File: src/rx_status_map.svh
// register offsets, limits and timing counts for the receive status words
`ifndef RX_STATUS_MAP_SVH
`define RX_STATUS_MAP_SVH

`define OFF_PHASE_LOW   5'h16
`define OFF_DEJITTER    5'h17
`define OFF_LINE_SIG    5'h18
`define OFF_ALARM_ONE   5'h19
`define OFF_SPARE_RPT   5'h1A
`define OFF_IDENT       5'h1F

`define CLK_FREQ_HZ     100000000
`define LOSS_TIME_US    1000
`define LOSS_CYCLES     ((`CLK_FREQ_HZ / 1000000) * `LOSS_TIME_US)
`define ZERO_RUN_LEN    7'h7F
`define WIN_LEN         7'h7F
`define MIN_ONES        5'h10
`define EBIT_LIMIT      10'h3DD
`define BAD_SECONDS     3'h5
`define REPEAT_COUNT    3'h7
`define FIFO_DEPTH      5'h10

`endif

File: src/rx_status_pkg.sv
// types shared by the receive status words
package rx_status_pkg;
  typedef struct packed {
    logic       frame_tick;
    logic       nfas_tick;
    logic       a_bit;
    logic       ts16_all_ones;
    logic       smf1_done;
    logic       smf2_done;
    logic       crc_fail;
    logic       mf_tick;
    logic       rai_crc;
    logic       sync_lost;
    logic       second_tick;
    logic [9:0] ebit_count;
    logic       sa_tick;
    logic       sa5;
    logic [3:0] sa6;
  } framer_evt_t;

  typedef struct packed {
    logic       clk_slow;
    logic       clk_fast;
    logic [4:0] fifo_level;
    logic       amp_low;
    logic [1:0] eq_level;
  } line_info_t;

  typedef struct packed {
    logic       rd;
    logic       wr;
    logic [4:0] addr;
  } host_req_t;
endpackage

File: src/rx_signal_loss.sv
// digital loss-of-signal detector on recovered bits
`timescale 1ns/1ps
`include "rx_status_map.svh"
module rx_signal_loss (
  input  wire logic clk,
  input  wire logic rst_n,
  input  wire logic bit_en,
  input  wire logic bit_val,
  output logic      lost
);
  logic [6:0] zeros_q, zeros_d;
  logic [6:0] win_q, win_d;
  logic [6:0] ones_q, ones_d;
  logic       lost_q, lost_d;

  always_comb begin
    zeros_d = zeros_q;
    win_d   = win_q;
    ones_d  = ones_q;
    lost_d  = lost_q;
    if (bit_en) begin
      zeros_d = bit_val ? 7'h00 : ((zeros_q == `ZERO_RUN_LEN) ? zeros_q : zeros_q + 7'h01);
      if (!lost_q && !bit_val && zeros_q == `ZERO_RUN_LEN - 7'h01)
        lost_d = 1'b1;
      if (lost_q) begin
        // window opens only on a pulse
        if (win_q == 7'h00) begin
          if (bit_val) begin
            win_d  = 7'h01;
            ones_d = 7'h01;
          end
        end else begin
          ones_d = ones_q + {6'h00, bit_val};
          win_d  = win_q + 7'h01;
          if (win_q == `WIN_LEN - 7'h01) begin
            win_d = 7'h00;
            if (ones_d >= {2'b00, `MIN_ONES})
              lost_d = 1'b0;
          end
        end
      end else begin
        win_d  = 7'h00;
        ones_d = 7'h00;
      end
    end
  end

  always_ff @(posedge clk or negedge rst_n) begin
    if (!rst_n) begin
      zeros_q <= 7'h00;
      win_q   <= 7'h00;
      ones_q  <= 7'h00;
      lost_q  <= 1'b0;
    end else begin
      zeros_q <= zeros_d;
      win_q   <= win_d;
      ones_q  <= ones_d;
      lost_q  <= lost_d;
    end
  end

  assign lost = lost_q;
endmodule

File: src/rx_status_words.sv
// receive status words read over the parallel microprocessor port
`timescale 1ns/1ps
`include "rx_status_map.svh"
module rx_status_words #(
  parameter int          LOSS_CYCLES = `LOSS_CYCLES,
  parameter logic [7:0]  PART_CODE   = 8'h5C  // arbitrary identification value
) (
  input  wire logic                       clk,
  input  wire logic                       arst_n,
  input  wire rx_status_pkg::host_req_t   host,
  output logic [7:0]                      rdata,
  input  wire logic                       bp_frame_pulse,
  input  wire logic                       receive_frame_pulse,
  input  wire logic                       eighth_tick,
  input  wire logic                       rx_bit_en,
  input  wire logic                       rx_bit,
  input  wire logic                       all_ones_criterion_select,
  input  wire rx_status_pkg::line_info_t  line_raw,
  input  wire rx_status_pkg::framer_evt_t evt,
  output logic [3:0]                      rx_phase_eighths_high
);
  import rx_status_pkg::*;

  logic [1:0]  rst_sync_q;
  logic        rst_n;
  line_info_t  line_s1_q, line_s2_q;

  always_ff @(posedge clk or negedge arst_n) begin
    if (!arst_n) begin
      rst_sync_q <= 2'b00;
    end else begin
      rst_sync_q <= {rst_sync_q[0], 1'b1};
    end
  end
  assign rst_n = rst_sync_q[1];

  // analog line indications come from the line interface, not this clock
  always_ff @(posedge clk or negedge rst_n) begin
    if (!rst_n) begin
      line_s1_q <= '0;
      line_s2_q <= '0;
    end else begin
      line_s1_q <= line_raw;
      line_s2_q <= line_s1_q;
    end
  end

  // phase counter: eighth-bit steps from backplane pulse to receive pulse
  logic [11:0] phase_run_q, phase_run_d;
  logic [11:0] phase_q, phase_d;
  logic        phase_on_q, phase_on_d;

  always_comb begin
    phase_run_d = phase_run_q;
    phase_on_d  = phase_on_q;
    phase_d     = phase_q;
    if (bp_frame_pulse) begin
      phase_run_d = 12'h000;
      phase_on_d  = 1'b1;
    end else if (phase_on_q && receive_frame_pulse) begin
      phase_d    = phase_run_q;
      phase_on_d = 1'b0;
    end else if (phase_on_q && eighth_tick) begin
      phase_run_d = phase_run_q + 12'h001;
    end
  end

  always_ff @(posedge clk or negedge rst_n) begin
    if (!rst_n) begin
      phase_run_q <= 12'h000;
      phase_q     <= 12'h000;
      phase_on_q  <= 1'b0;
    end else begin
      phase_run_q <= phase_run_d;
      phase_q     <= phase_d;
      phase_on_q  <= phase_on_d;
    end
  end

  // analog loss: amplitude must stay low a full millisecond before it counts
  logic [$clog2(LOSS_CYCLES+1)-1:0] amp_cnt_q, amp_cnt_d;
  logic                             amp_lost_q, amp_lost_d;

  always_comb begin
    amp_cnt_d  = amp_cnt_q;
    amp_lost_d = amp_lost_q;
    if (!line_s2_q.amp_low) begin
      amp_cnt_d  = '0;
      amp_lost_d = 1'b0;
    end else if (amp_cnt_q == LOSS_CYCLES[$bits(amp_cnt_q)-1:0] - 1'b1) begin
      amp_lost_d = 1'b1;
    end else begin
      amp_cnt_d = amp_cnt_q + 1'b1;
    end
  end

  always_ff @(posedge clk or negedge rst_n) begin
    if (!rst_n) begin
      amp_cnt_q  <= '0;
      amp_lost_q <= 1'b0;
    end else begin
      amp_cnt_q  <= amp_cnt_d;
      amp_lost_q <= amp_lost_d;
    end
  end

  logic dig_lost;
  rx_signal_loss u_loss (
    .clk     (clk),
    .rst_n   (rst_n),
    .bit_en  (rx_bit_en),
    .bit_val (rx_bit),
    .lost    (dig_lost)
  );

  // framer alarm state
  logic       crc1_q, crc1_d, crc2_q, crc2_d;
  logic       ais16_q, ais16_d, rai_q, rai_d, rcrc_q, rcrc_d;
  logic       ais_q, ais_d;
  logic [2:0] bad_sec_q, bad_sec_d;
  logic       sec_ok_q, sec_ok_d;
  logic       ones_seen_q, ones_seen_d;

  always_comb begin
    crc1_d      = crc1_q;
    crc2_d      = crc2_q;
    ais16_d     = ais16_q;
    rai_d       = rai_q;
    rcrc_d      = rcrc_q;
    ais_d       = ais_q;
    bad_sec_d   = bad_sec_q;
    sec_ok_d    = sec_ok_q;
    ones_seen_d = ones_seen_q;
    if (evt.smf1_done)
      crc1_d = evt.crc_fail;
    if (evt.smf2_done)
      crc2_d = evt.crc_fail;
    if (evt.frame_tick)
      ais16_d = evt.ts16_all_ones;
    if (evt.nfas_tick)
      rai_d = evt.a_bit;
    if (evt.mf_tick)
      rcrc_d = evt.rai_crc;
    // a second is good only with no remote alarm and frame alignment held throughout
    if (evt.sync_lost || (evt.nfas_tick && evt.a_bit))
      sec_ok_d = 1'b0;
    if (evt.second_tick) begin
      sec_ok_d = 1'b1;
      if (sec_ok_q && !evt.sync_lost && evt.ebit_count > `EBIT_LIMIT)
        bad_sec_d = (bad_sec_q == `BAD_SECONDS) ? bad_sec_q : bad_sec_q + 3'h1;
      else
        bad_sec_d = 3'h0;
    end
    // criterion 1: all ones with frame alignment lost; criterion 0: one frame without a zero
    if (rx_bit_en && !rx_bit)
      ones_seen_d = 1'b0;
    if (evt.frame_tick) begin
      ones_seen_d = 1'b1;
      if (all_ones_criterion_select)
        ais_d = ones_seen_q && evt.sync_lost;
      else
        ais_d = ones_seen_q;
    end
  end

  always_ff @(posedge clk or negedge rst_n) begin
    if (!rst_n) begin
      crc1_q      <= 1'b0;
      crc2_q      <= 1'b0;
      ais16_q     <= 1'b0;
      rai_q       <= 1'b0;
      rcrc_q      <= 1'b0;
      ais_q       <= 1'b0;
      bad_sec_q   <= 3'h0;
      sec_ok_q    <= 1'b1;
      ones_seen_q <= 1'b1;
    end else begin
      crc1_q      <= crc1_d;
      crc2_q      <= crc2_d;
      ais16_q     <= ais16_d;
      rai_q       <= rai_d;
      rcrc_q      <= rcrc_d;
      ais_q       <= ais_d;
      bad_sec_q   <= bad_sec_d;
      sec_ok_q    <= sec_ok_d;
      ones_seen_q <= ones_seen_d;
    end
  end

  // Sa6 report: set from the link wins over a clear by the host read
  logic [3:0] last_nib_q, last_nib_d;
  logic [2:0] same_cnt_q, same_cnt_d;
  logic       have_nib_q, have_nib_d;
  logic       rpt_sa5_q, rpt_sa5_d;
  logic [3:0] rpt_nib_q, rpt_nib_d;
  logic       rpt_eight_q, rpt_eight_d;
  logic       rpt_chg_q, rpt_chg_d;
  logic       rpt_read;

  assign rpt_read = host.rd && host.addr == `OFF_SPARE_RPT;

  always_comb begin
    last_nib_d  = last_nib_q;
    same_cnt_d  = same_cnt_q;
    have_nib_d  = have_nib_q;
    rpt_sa5_d   = rpt_sa5_q;
    rpt_nib_d   = rpt_nib_q;
    rpt_eight_d = rpt_eight_q;
    rpt_chg_d   = rpt_chg_q;
    if (rpt_read) begin
      rpt_sa5_d   = 1'b0;
      rpt_nib_d   = 4'h0;
      rpt_eight_d = 1'b0;
      rpt_chg_d   = 1'b0;
    end
    if (evt.sa_tick) begin
      have_nib_d = 1'b1;
      last_nib_d = evt.sa6;
      if (have_nib_q && evt.sa6 != last_nib_q) begin
        rpt_chg_d  = 1'b1;
        same_cnt_d = 3'h0;
      end else if (have_nib_q && same_cnt_q != `REPEAT_COUNT) begin
        same_cnt_d = same_cnt_q + 3'h1;
        if (same_cnt_q == `REPEAT_COUNT - 3'h1) begin
          rpt_eight_d = 1'b1;
          rpt_sa5_d   = evt.sa5;
          rpt_nib_d   = evt.sa6;
        end
      end
    end
  end

  always_ff @(posedge clk or negedge rst_n) begin
    if (!rst_n) begin
      last_nib_q  <= 4'h0;
      same_cnt_q  <= 3'h0;
      have_nib_q  <= 1'b0;
      rpt_sa5_q   <= 1'b0;
      rpt_nib_q   <= 4'h0;
      rpt_eight_q <= 1'b0;
      rpt_chg_q   <= 1'b0;
    end else begin
      last_nib_q  <= last_nib_d;
      same_cnt_q  <= same_cnt_d;
      have_nib_q  <= have_nib_d;
      rpt_sa5_q   <= rpt_sa5_d;
      rpt_nib_q   <= rpt_nib_d;
      rpt_eight_q <= rpt_eight_d;
      rpt_chg_q   <= rpt_chg_d;
    end
  end

  // read data; writes have no target in this bank
  logic [4:0] lvl;
  logic [7:0] rdata_q, rdata_d;
  logic [3:0] high_q;
  assign lvl = line_s2_q.fifo_level;

  always_comb begin
    rdata_d = 8'h00;
    if (host.rd) begin
      unique case (host.addr)
        `OFF_PHASE_LOW: rdata_d = phase_q[7:0];
        `OFF_DEJITTER:  rdata_d = {line_s2_q.clk_slow, line_s2_q.clk_fast,
                                   lvl == 5'h00, lvl >= 5'h04,
                                   lvl >= (`FIFO_DEPTH >> 1),
                                   lvl >= `FIFO_DEPTH - 5'h04,
                                   lvl >= `FIFO_DEPTH, 1'b0};
        `OFF_LINE_SIG:  rdata_d = {line_s2_q.eq_level == 2'h2,
                                   line_s2_q.eq_level == 2'h1,
                                   line_s2_q.eq_level == 2'h0,
                                   amp_lost_q, 4'h0};
        `OFF_ALARM_ONE: rdata_d = {crc1_q, crc2_q, bad_sec_q == `BAD_SECONDS, dig_lost,
                                   ais16_q, ais_q, rai_q, rcrc_q};
        `OFF_SPARE_RPT: rdata_d = {rpt_sa5_q, rpt_nib_q, 1'b0, rpt_eight_q, rpt_chg_q};
        `OFF_IDENT:     rdata_d = PART_CODE;
        default:        rdata_d = 8'h00;
      endcase
    end
  end

  always_ff @(posedge clk or negedge rst_n) begin
    if (!rst_n) begin
      rdata_q <= 8'h00;
      high_q  <= 4'h0;
    end else begin
      rdata_q <= rdata_d;
      high_q  <= phase_q[11:8];
    end
  end

  assign rdata                 = rdata_q;
  assign rx_phase_eighths_high = high_q;
endmodule

File: config.mk
export PLATFORM = sky130hd
export DESIGN_NAME = rx_status_words
export DESIGN_NICKNAME = d
export VERILOG_FILES = /design/src/rx_status_pkg.sv /design/src/rx_signal_loss.sv /design/src/rx_status_words.sv
export VERILOG_INCLUDE_DIRS = /design/src /design/src/src
export SDC_FILE = /design/constraint.sdc
export NUM_CORES = 1
export LEC_CHECK = 0
export ABC_AREA = 1
export BUFFER_PORTS_ARGS = -buffer_cell sky130_fd_sc_hd__buf_2
export CAP_MARGIN = 30
export CORE_ASPECT_RATIO = 0.75
export CORE_MARGIN = 2
export CORE_UTILIZATION = 55
export CTS_BUF_LIST = sky130_fd_sc_hd__clkbuf_8
export DETAILED_ROUTE_END_ITERATION = 10
export PLACE_DENSITY = 0.77
export SLEW_MARGIN = 30
export SYNTH_ARGS = -nofsm -noshare
export SYNTH_HDL_FRONTEND = slang
export SYNTH_SLANG_ARGS = --single-unit
File: constraint.sdc
create_clock -name clk -period 6.7 [get_ports clk]
set_input_delay 1.005 -clock clk [delete_from_list [all_inputs] [get_ports clk]]
set_output_delay 1.005 -clock clk [all_outputs]
set_load 0.03 [all_outputs]
==> results of run 1 <==
## area by class of cell
cell class | count | area, um^2 | share of cell area
inverters | 89 | 334.1 | 0.04897
clock inverters | 14 | 130.1 | 0.01908
well taps | 140 | 175.2 | 0.02568
multi-input cells | 492 | 2484 | 0.3641
repair buffers | 62 | 316.6 | 0.04641
clock buffers | 18 | 247.7 | 0.03632
flip-flops and latches | 125 | 3134 | 0.4595
## per-stage QoR
step / utilization / cells / setup WS [ns]
final: 0.6306 / 940 / 4.459
after detailed placement: 0.5957 / 908 / 4.020
after global placement: 0.5953 / 908 / 4.057
after global routing: 0.6306 / 940 / 4.277
after floorplan: - / 719 / 2.963
after CTS: 0.6306 / 940 / 4.470
## per-layer routing
| metal | part of all wire | up-vias | global-route usage |
|---|---|---|---|
| li1 | - | 2455 | - |
| met1 | 0.44 | 2338 | 0.2682 |
| met2 | 0.49 | 121 | 0.3714 |
| met3 | 0.054 | 18 | 0.06856 |
| met4 | 0.016 | 0 | 0.08241 |
| met5 | 0 | - | 0 |
## sequential cells by signal (all words and copies together) (netlist names), 7 cells and up
name and flops:
amp_cnt_q 17, phase_q 12, phase_run_q 12, line_s1_q 10
rdata 8, u_loss.ones_q 7, u_loss.win_q 7, u_loss.zeros_q 7
## synth_stat cells, drive strengths merged, types with 2 or more instances
cell    instances  area, um^2
xnor2           7       61.31
nand2         192       748.2
mux2            3       33.78
o21bai          4       30.03
inv            89       334.1
ha             14       175.2
buf             6       51.30
dfrtp         123        3078
o21ai          57       330.3
xor2            6       52.55
clkbuf          7       36.28
nand3b          2       15.01
nand3          58       295.3
a21oi          14       70.07
dfstp           2       52.55
and2            2       12.51
nor3            9       45.04
nor2           81       321.5
nand4          34       227.7
or2             2       12.51
## placed cells by master, fill, tap and decap left out, drive strengths merged
master / count
clkbuf: 18
a41oi: 1
a2bb2oi: 1
mux2: 3
o211ai: 1
nand3: 58
dfrtp: 123
o21a: 1
and2: 2
buf: 62
nand3b: 2
or2: 2
a21oi: 14
nand2: 192
xor2: 6
nor2: 81
a31o: 1
bufinv: 2
clkinv: 5
o31ai: 1
dfstp: 2
conb: 1
xnor2: 7
clkinvlp: 4
o21bai: 4
inv: 92
ha: 14
nor3: 9
nand4: 34
o21ai: 57
## cells by family after synthesis
kind of cell / Yosys count / share of synthesized area
multiplexers: 3 / 0.005597
adder cells (fa/ha/maj): 14 / 0.02902
buffers and inverters: 102 / 0.06986
other: 1 / 0.0006213
AO/OA/AOI/OAI: 81 / 0.07940
flip-flops: 125 / 0.5187
AND/OR/NAND/NOR: 380 / 0.2780
XOR/XNOR: 13 / 0.01886
## how the worst max path moves through the flow
stage / start / endpoint / slack [ns] / cells after the start
6_report: bp_frame_pulse / phase_q[10] / 4.46 / 4
5_1_grt: bp_frame_pulse / phase_q[10] / 4.28 / 4
4_1_cts: bp_frame_pulse / phase_q[10] / 4.47 / 4
3_5_place_dp: bp_frame_pulse / phase_q[10] / 4.02 / 4
3_3_place_gp: bp_frame_pulse / phase_q[10] / 4.06 / 4
2_1_floorplan: rst_sync_q[1] / ais16_q / 2.96 / 0
## power breakdown
part / internal, mW / switching (mW)
logic: 0.0380 / 0.0670
clock network: 0.333 / 0.290
registers: 0.787 / 0.0267
==> results by group, run 1 <==
Cells and area
  • Final #Nets: 853
  • Filler cells: 903
  • Final Cell Area: 0.006822 mm^2
  • Area Overhead vs Synth: 13.02%
  • N_diodes: 0
  • Layout cells sized above 1: 0.1600

STA
  • Final Hold Fails: 0
  • Final hold slack: 0.2863 ns
  • Minimum clock period: 2.241 ns
  • Fmax: 446.3 MHz
  • Period utilisation layout: 0.3344
  • Setup Skew: 0.01822 ns
  • Fin. max-slew vios: 0
  • Tightest Pin Transition: 0.8207 ns
  • RSZ-0062 raised after global routing: no
  • Final setup viols: 0
  • Worst rel slew slack: 0.4508
  • Setup TNS: 0 ns

Power and ir drop
  • Maximum vdd drop: 162.2 uV
  • Power Dens Cells: 225.9 mW/mm^2
  • Leakage Power: 3.343 nW
  • Total design power: 1.541 mW

Setup path
  • Kind of critical path: input port to flip-flop
  • Reg-to-reg setup timing slack: 4.62 ns
  • Worst path slowest cell: nand3_1
  • Reg-to-Reg Start: u_loss.win_q[0]
  • Slowest stage delay, CP: 0.63 ns
  • WP data required: 7.02 ns
  • Worst Reg-to-Reg Cells: 6
  • Crit-path leading delay family: simple AND/OR/NAND/NOR gates
  • Critical path launch point type: input port
  • Worst-path fanout max: 23
  • CP endpoint kind: flip-flop
  • CP Cell Sequence: buf_2, inv_1, nand3_1, mux2_2
  • Critical Path AT: 2.56 ns
  • CP bufs+invs: 2
  • Worst r2r dst: u_loss.ones_q[1]

Clock network
  • CTS Buf Count: 17
  • TritonCTS clock tree: yes
  • Post-CTS Setup Repair Bufs: 0
  • Clock H-tree levels: 4
  • Post-cts resize count: 0
  • CTS root buf: clkbuf_8
  • Latest clock arrival within the worst-skew pair: 0.45 ns
  • Clock sink count: 125
  • Clock transition at the registers of the reported paths: 0.07 ns
  • Bufs on Longest Clock Path: 2
  • # hold bufs at CTS: 0

Synth
  • Sequential area share after synthesis: 0.5187
  • Cell variety after synth: 38
  • Number of flops mapped to enable cells by yosys: 0
  • Synth Register Bits: 125
  • Syn Inst Count: 719
  • Mapped Nets: 785
  • Post-synth ARST share: 1.000
  • Prevailing post-synth register cell: dfrtp_1
  • Area of the mapped netlist: 0.006036 mm^2
  • Synth Area per Inst: 8.395 um^2
  • Yosys warning count: 0

Global route
  • Total congestion overflow: 0
  • Largest net degree at the start of global routing: 87
  • Antenna violations before repair: 0
  • Number of global-route vias before repair: 4,787
  • First-pass GRT wire length: 20.76 mm
  • Gr usage total: 0.2194

Place
  • # port buffers: 61
  • Final GP Congestion: 0.8796
  • Dpl cell area: 0.006444 mm^2
  • Final HPWL DP: 8.644 mm

Die
  • Die area: 0.01184 mm^2
  • DIE HEIGHT: 94.72 um
  • Width of the die: 125.0 um
  • Area of the core region: 0.01082 mm^2
  • IO Pins: 64
  • FP Rows: 33
  • Starting density of the core: 0.5579

Drt
  • DR pass1 iterations: 5
  • ANT nets after route: 0
  • Final wirelength: 11.98 mm
  • Via total after detailed routing: 4,932
  • Drt drc: 0
  • DR vias/cell: 5.247
  • Initial DRC count: 319
  • Routed wire per std cell: 12.74 um

Flow run
  • Max_cap viols: 0

Worst hold path
  • Hold crit path type: flip-flop to async pin

Status
  • Status: finished, final reports clean
Power figures use the tool's default switching activity.
==> run 2: changes to the inputs <==
ABC_AREA = 0   (was 1)
PLACE_DENSITY = 0.81   (was 0.77)
clock period = 1.93 ns   (was 6.7 ns; I/O delays follow)
==> run 2 against run 1 <==
Cell count down 20%; largest cell class unchanged; sequential share of layout area up 0.41 points; setup slack worse by 4.4 ns; critical path depth up 2; sequential cell count unchanged.
==> results by group, run 2 <==
Status
  • Status: finished, final reports clean

Place
  • Placed cells: 708
  • Final GP Congestion: 0.8804
  • Final HPWL DP: 8.754 mm
  • # port buffers: 61
  • Worst slack, placed: 0.07643 ns

STA
  • RSZ-0062 raised after global routing: no
  • Final Hold Fails: 0
  • Setup TNS: 0 ns
  • Period utilisation layout: 0.9560
  • Fin. max-slew vios: 0
  • Final hold slack: 0.07450 ns
  • Worst rel slew slack: 0.6351
  • Final setup viols: 0
  • Tightest Pin Transition: 0.5474 ns
  • Minimum clock period: 1.845 ns
  • Final worst slack: 0.08486 ns
  • Setup Skew: 0.01114 ns
  • Fmax: 542.0 MHz

Flow run
  • Max_cap viols: 0

Cells and area
  • Area Overhead vs Synth: 18.15%
  • Commonest non-fill, non-tap cell in the layout: dfrtp_1
  • Non-filler cells, final: 751
  • Layout cells sized above 1: 0.2374
  • Largest register by flop count: amp_cnt_q
  • Final #Nets: 668
  • Largest registers: amp_cnt_q: 17 flops, phase_q: 12 flops, phase_run_q: 12 flops
  • N_diodes: 0
  • Most frequent cells in the layout: dfrtp_1, buf_2, nand2_1
  • Filler cells: 764
  • Max FFs per register: 17

Global route
  • Number of global-route vias before repair: 4,202
  • Largest net degree at the start of global routing: 37
  • Gr usage total: 0.2352
  • Antenna violations before repair: 1
  • First-pass GRT wire length: 20.46 mm
  • Total congestion overflow: 0

Setup path
  • Slowest stage delay, CP: 0.51 ns
  • CP bufs+invs: 1
  • Kind of critical path: flip-flop to flip-flop
  • Worst-path fanout max: 10
  • Worst path slowest cell: or4b_4
  • Critical Path AT: 2.21 ns
  • Crit-path leading delay family: simple AND/OR/NAND/NOR gates
  • CP endpoint kind: flip-flop
  • WP data required: 2.29 ns
  • Critical path launch point type: flip-flop
  • CP Cell Sequence: inv_1, ha_1, or4b_4, o21ai_4, a21oi_2, mux2i_1

Synth
  • Adder-Cell Fraction of Synth Area: 0.03061
  • Prevailing post-synth register cell: dfrtp_1
  • Combinational family with the most area after synthesis: simple AND/OR/NAND/NOR gates
  • Yosys top cell by area: dfrtp_1
  • Number of flops mapped to enable cells by yosys: 0
  • Mapped Nets: 579
  • Yosys warning count: 0
  • Post-synth top cells: dfrtp_1, nand2_1, a21oi_1, nor2_1, inv_1
  • Syn Inst Count: 513
  • Sequential area share after synthesis: 0.5470
  • Simple-gate share of the synthesized area: 0.1624
  • Fraction of synthesized area in multiplexers: 0.06034
  • Count leader, synth: dfrtp_1
  • Cell variety after synth: 65
  • Ranking of synthesized cells by area: dfrtp_1, mux2_2, ha_1
  • Synth Area per Inst: 11.16 um^2
  • Xor and xnor area share after synthesis: 0.04591
  • Compound-Gate Fraction of Synth Area: 0.1242
  • Yosys top cell area share: 0.5378
  • Synth Register Bits: 125
  • Post-synth ARST share: 1.000
  • Area of the mapped netlist: 0.005723 mm^2

Drt
  • Met2 WL: 5.734 mm
  • DR vias/cell: 5.738
  • Via total after detailed routing: 4,309
  • Met3 WL: 609 um
  • Drt drc: 0
  • Initial DRC count: 388
  • Top sig layer: met5
  • Routed wire per std cell: 16.26 um
  • M1 WL: 5.618 mm
  • DR pass1 iterations: 4
  • ANT nets after route: 0
  • Final wirelength: 12.21 mm

Clock network
  • Clock sink count: 125
  • CTS Buf Count: 17
  • Post-CTS Setup Repair Bufs: 0
  • Clock H-tree levels: 4
  • Latest clock arrival within the worst-skew pair: 0.44 ns
  • CTS root buf: clkbuf_8
  • TritonCTS clock tree: yes
  • Bufs on Longest Clock Path: 2
  • Clock transition at the registers of the reported paths: 0.08 ns

Die
  • Area of the core region: 0.01021 mm^2
  • IO Pins: 64
  • Starting density of the core: 0.5605
  • FP Rows: 32
  • DIE HEIGHT: 92.34 um
  • Die area: 0.01125 mm^2
  • Width of the die: 121.8 um

Power and ir drop
  • Total design power: 5.309 mW
  • Power Dens Cells: 785.3 mW/mm^2
  • Maximum vdd drop: 528.9 uV
  • Leakage Power: 3.141 nW

Worst hold path
  • Hold crit path type: input port to flip-flop
==> run 2: cell types whose count changed in the layout (fill, tap and decap cells not counted), moves of 12 or more <==
cell     change
nor2_1      -48
o21ai_0     -23
mux2i_1     +12
inv_1       -67
nand3_1     -41
buf_4       +12
nand2_1    -145
nand4_1     -21
a21oi_1     +12
mux2_2      +17
==> run 2: what timing repair did <==
action / CTS / global route
setup endpoints to repair: 0 / 6
hold buffers: 11 / 0
endpoints found under the hold margin: 12 / 0
resized for setup: 0 / 3
==> run 2: cell families (layout without fill, tap and decap cells) <==
kind of cell | after synthesis | after routing
xor gates and xnor gates | 30 | 30
AOI/OAI and AO/OA | 106 | 106
and+or+nand+nor | 165 | 165
buffers and inverters | 40 | 142
adders and majority gates | 14 | 14
DFF | 125 | 125
other | 1 | 1
muxes | 32 | 32
==> run 2: through the flow <==
stage                     instance area [um^2]    util
final                                     6761  0.6623
after global routing                      6761  0.6623
after CTS                                 6748  0.6609
after detailed placement                  6257  0.6129
after global placement                    6257  0.6129
after floorplan                           5727       -
==> run 2: path summary, 6_finish.rpt <==
check                                     start          endpoint  slack [ns]  depth (start not counted)
worst max-delay path            u_loss.win_q[0]  u_loss.ones_q[4]        0.08                          6
worst min-delay path                    evt[16]      bad_sec_q[2]        0.07                          2
worst max register to register  u_loss.win_q[0]  u_loss.ones_q[4]        0.08                          6
worst min register to register    rst_sync_q[1]     amp_cnt_q[14]        0.30                          0
max in group asynchronous         rst_sync_q[1]          sec_ok_q        0.97                          1
min in group asynchronous                arst_n     rst_sync_q[1]        0.15                          2
==> run 2: per-layer routing <==
metal / up-vias / track usage
li1: 2030 / -
met1: 2126 / 0.3303
met2: 128 / 0.3538
met3: 23 / 0.05234
met4: 2 / 0.1025
met5: - / 0
==> run 2: final cells by class <==
class	instances	area, um^2	share of cell area
Tap cell	136	170.2	0.02517
Timing Repair Buffer	86	545.5	0.08068
Sequential cell	125	3134	0.4635
Inverter	24	90.09	0.01332
Clock inverter	14	132.6	0.01962
Multi-Input combinational cell	348	2441	0.3610
Clock buffer	18	247.7	0.03664
==> run 2: power breakdown <==
| part | internal [mW] | total, mW | leakage [nW] | switching (mW) |
|---|---|---|---|---|
| clock network | 1.07 | 2.18 | 0.181 | 1.11 |
| logic | 0.164 | 0.348 | 1.32 | 0.185 |
| registers | 2.70 | 2.79 | 1.64 | 0.0866 |
==> run 2: worst reg2reg max path, delay by kind of cell (launching register included) <==
kind | cells | cell delay [ns]
simple gates | 1 | 0.51
flops | 1 | 0.42
compound gates | 2 | 0.38
fa+ha+maj | 1 | 0.17
mux | 1 | 0.16
buf+inv | 1 | 0.12
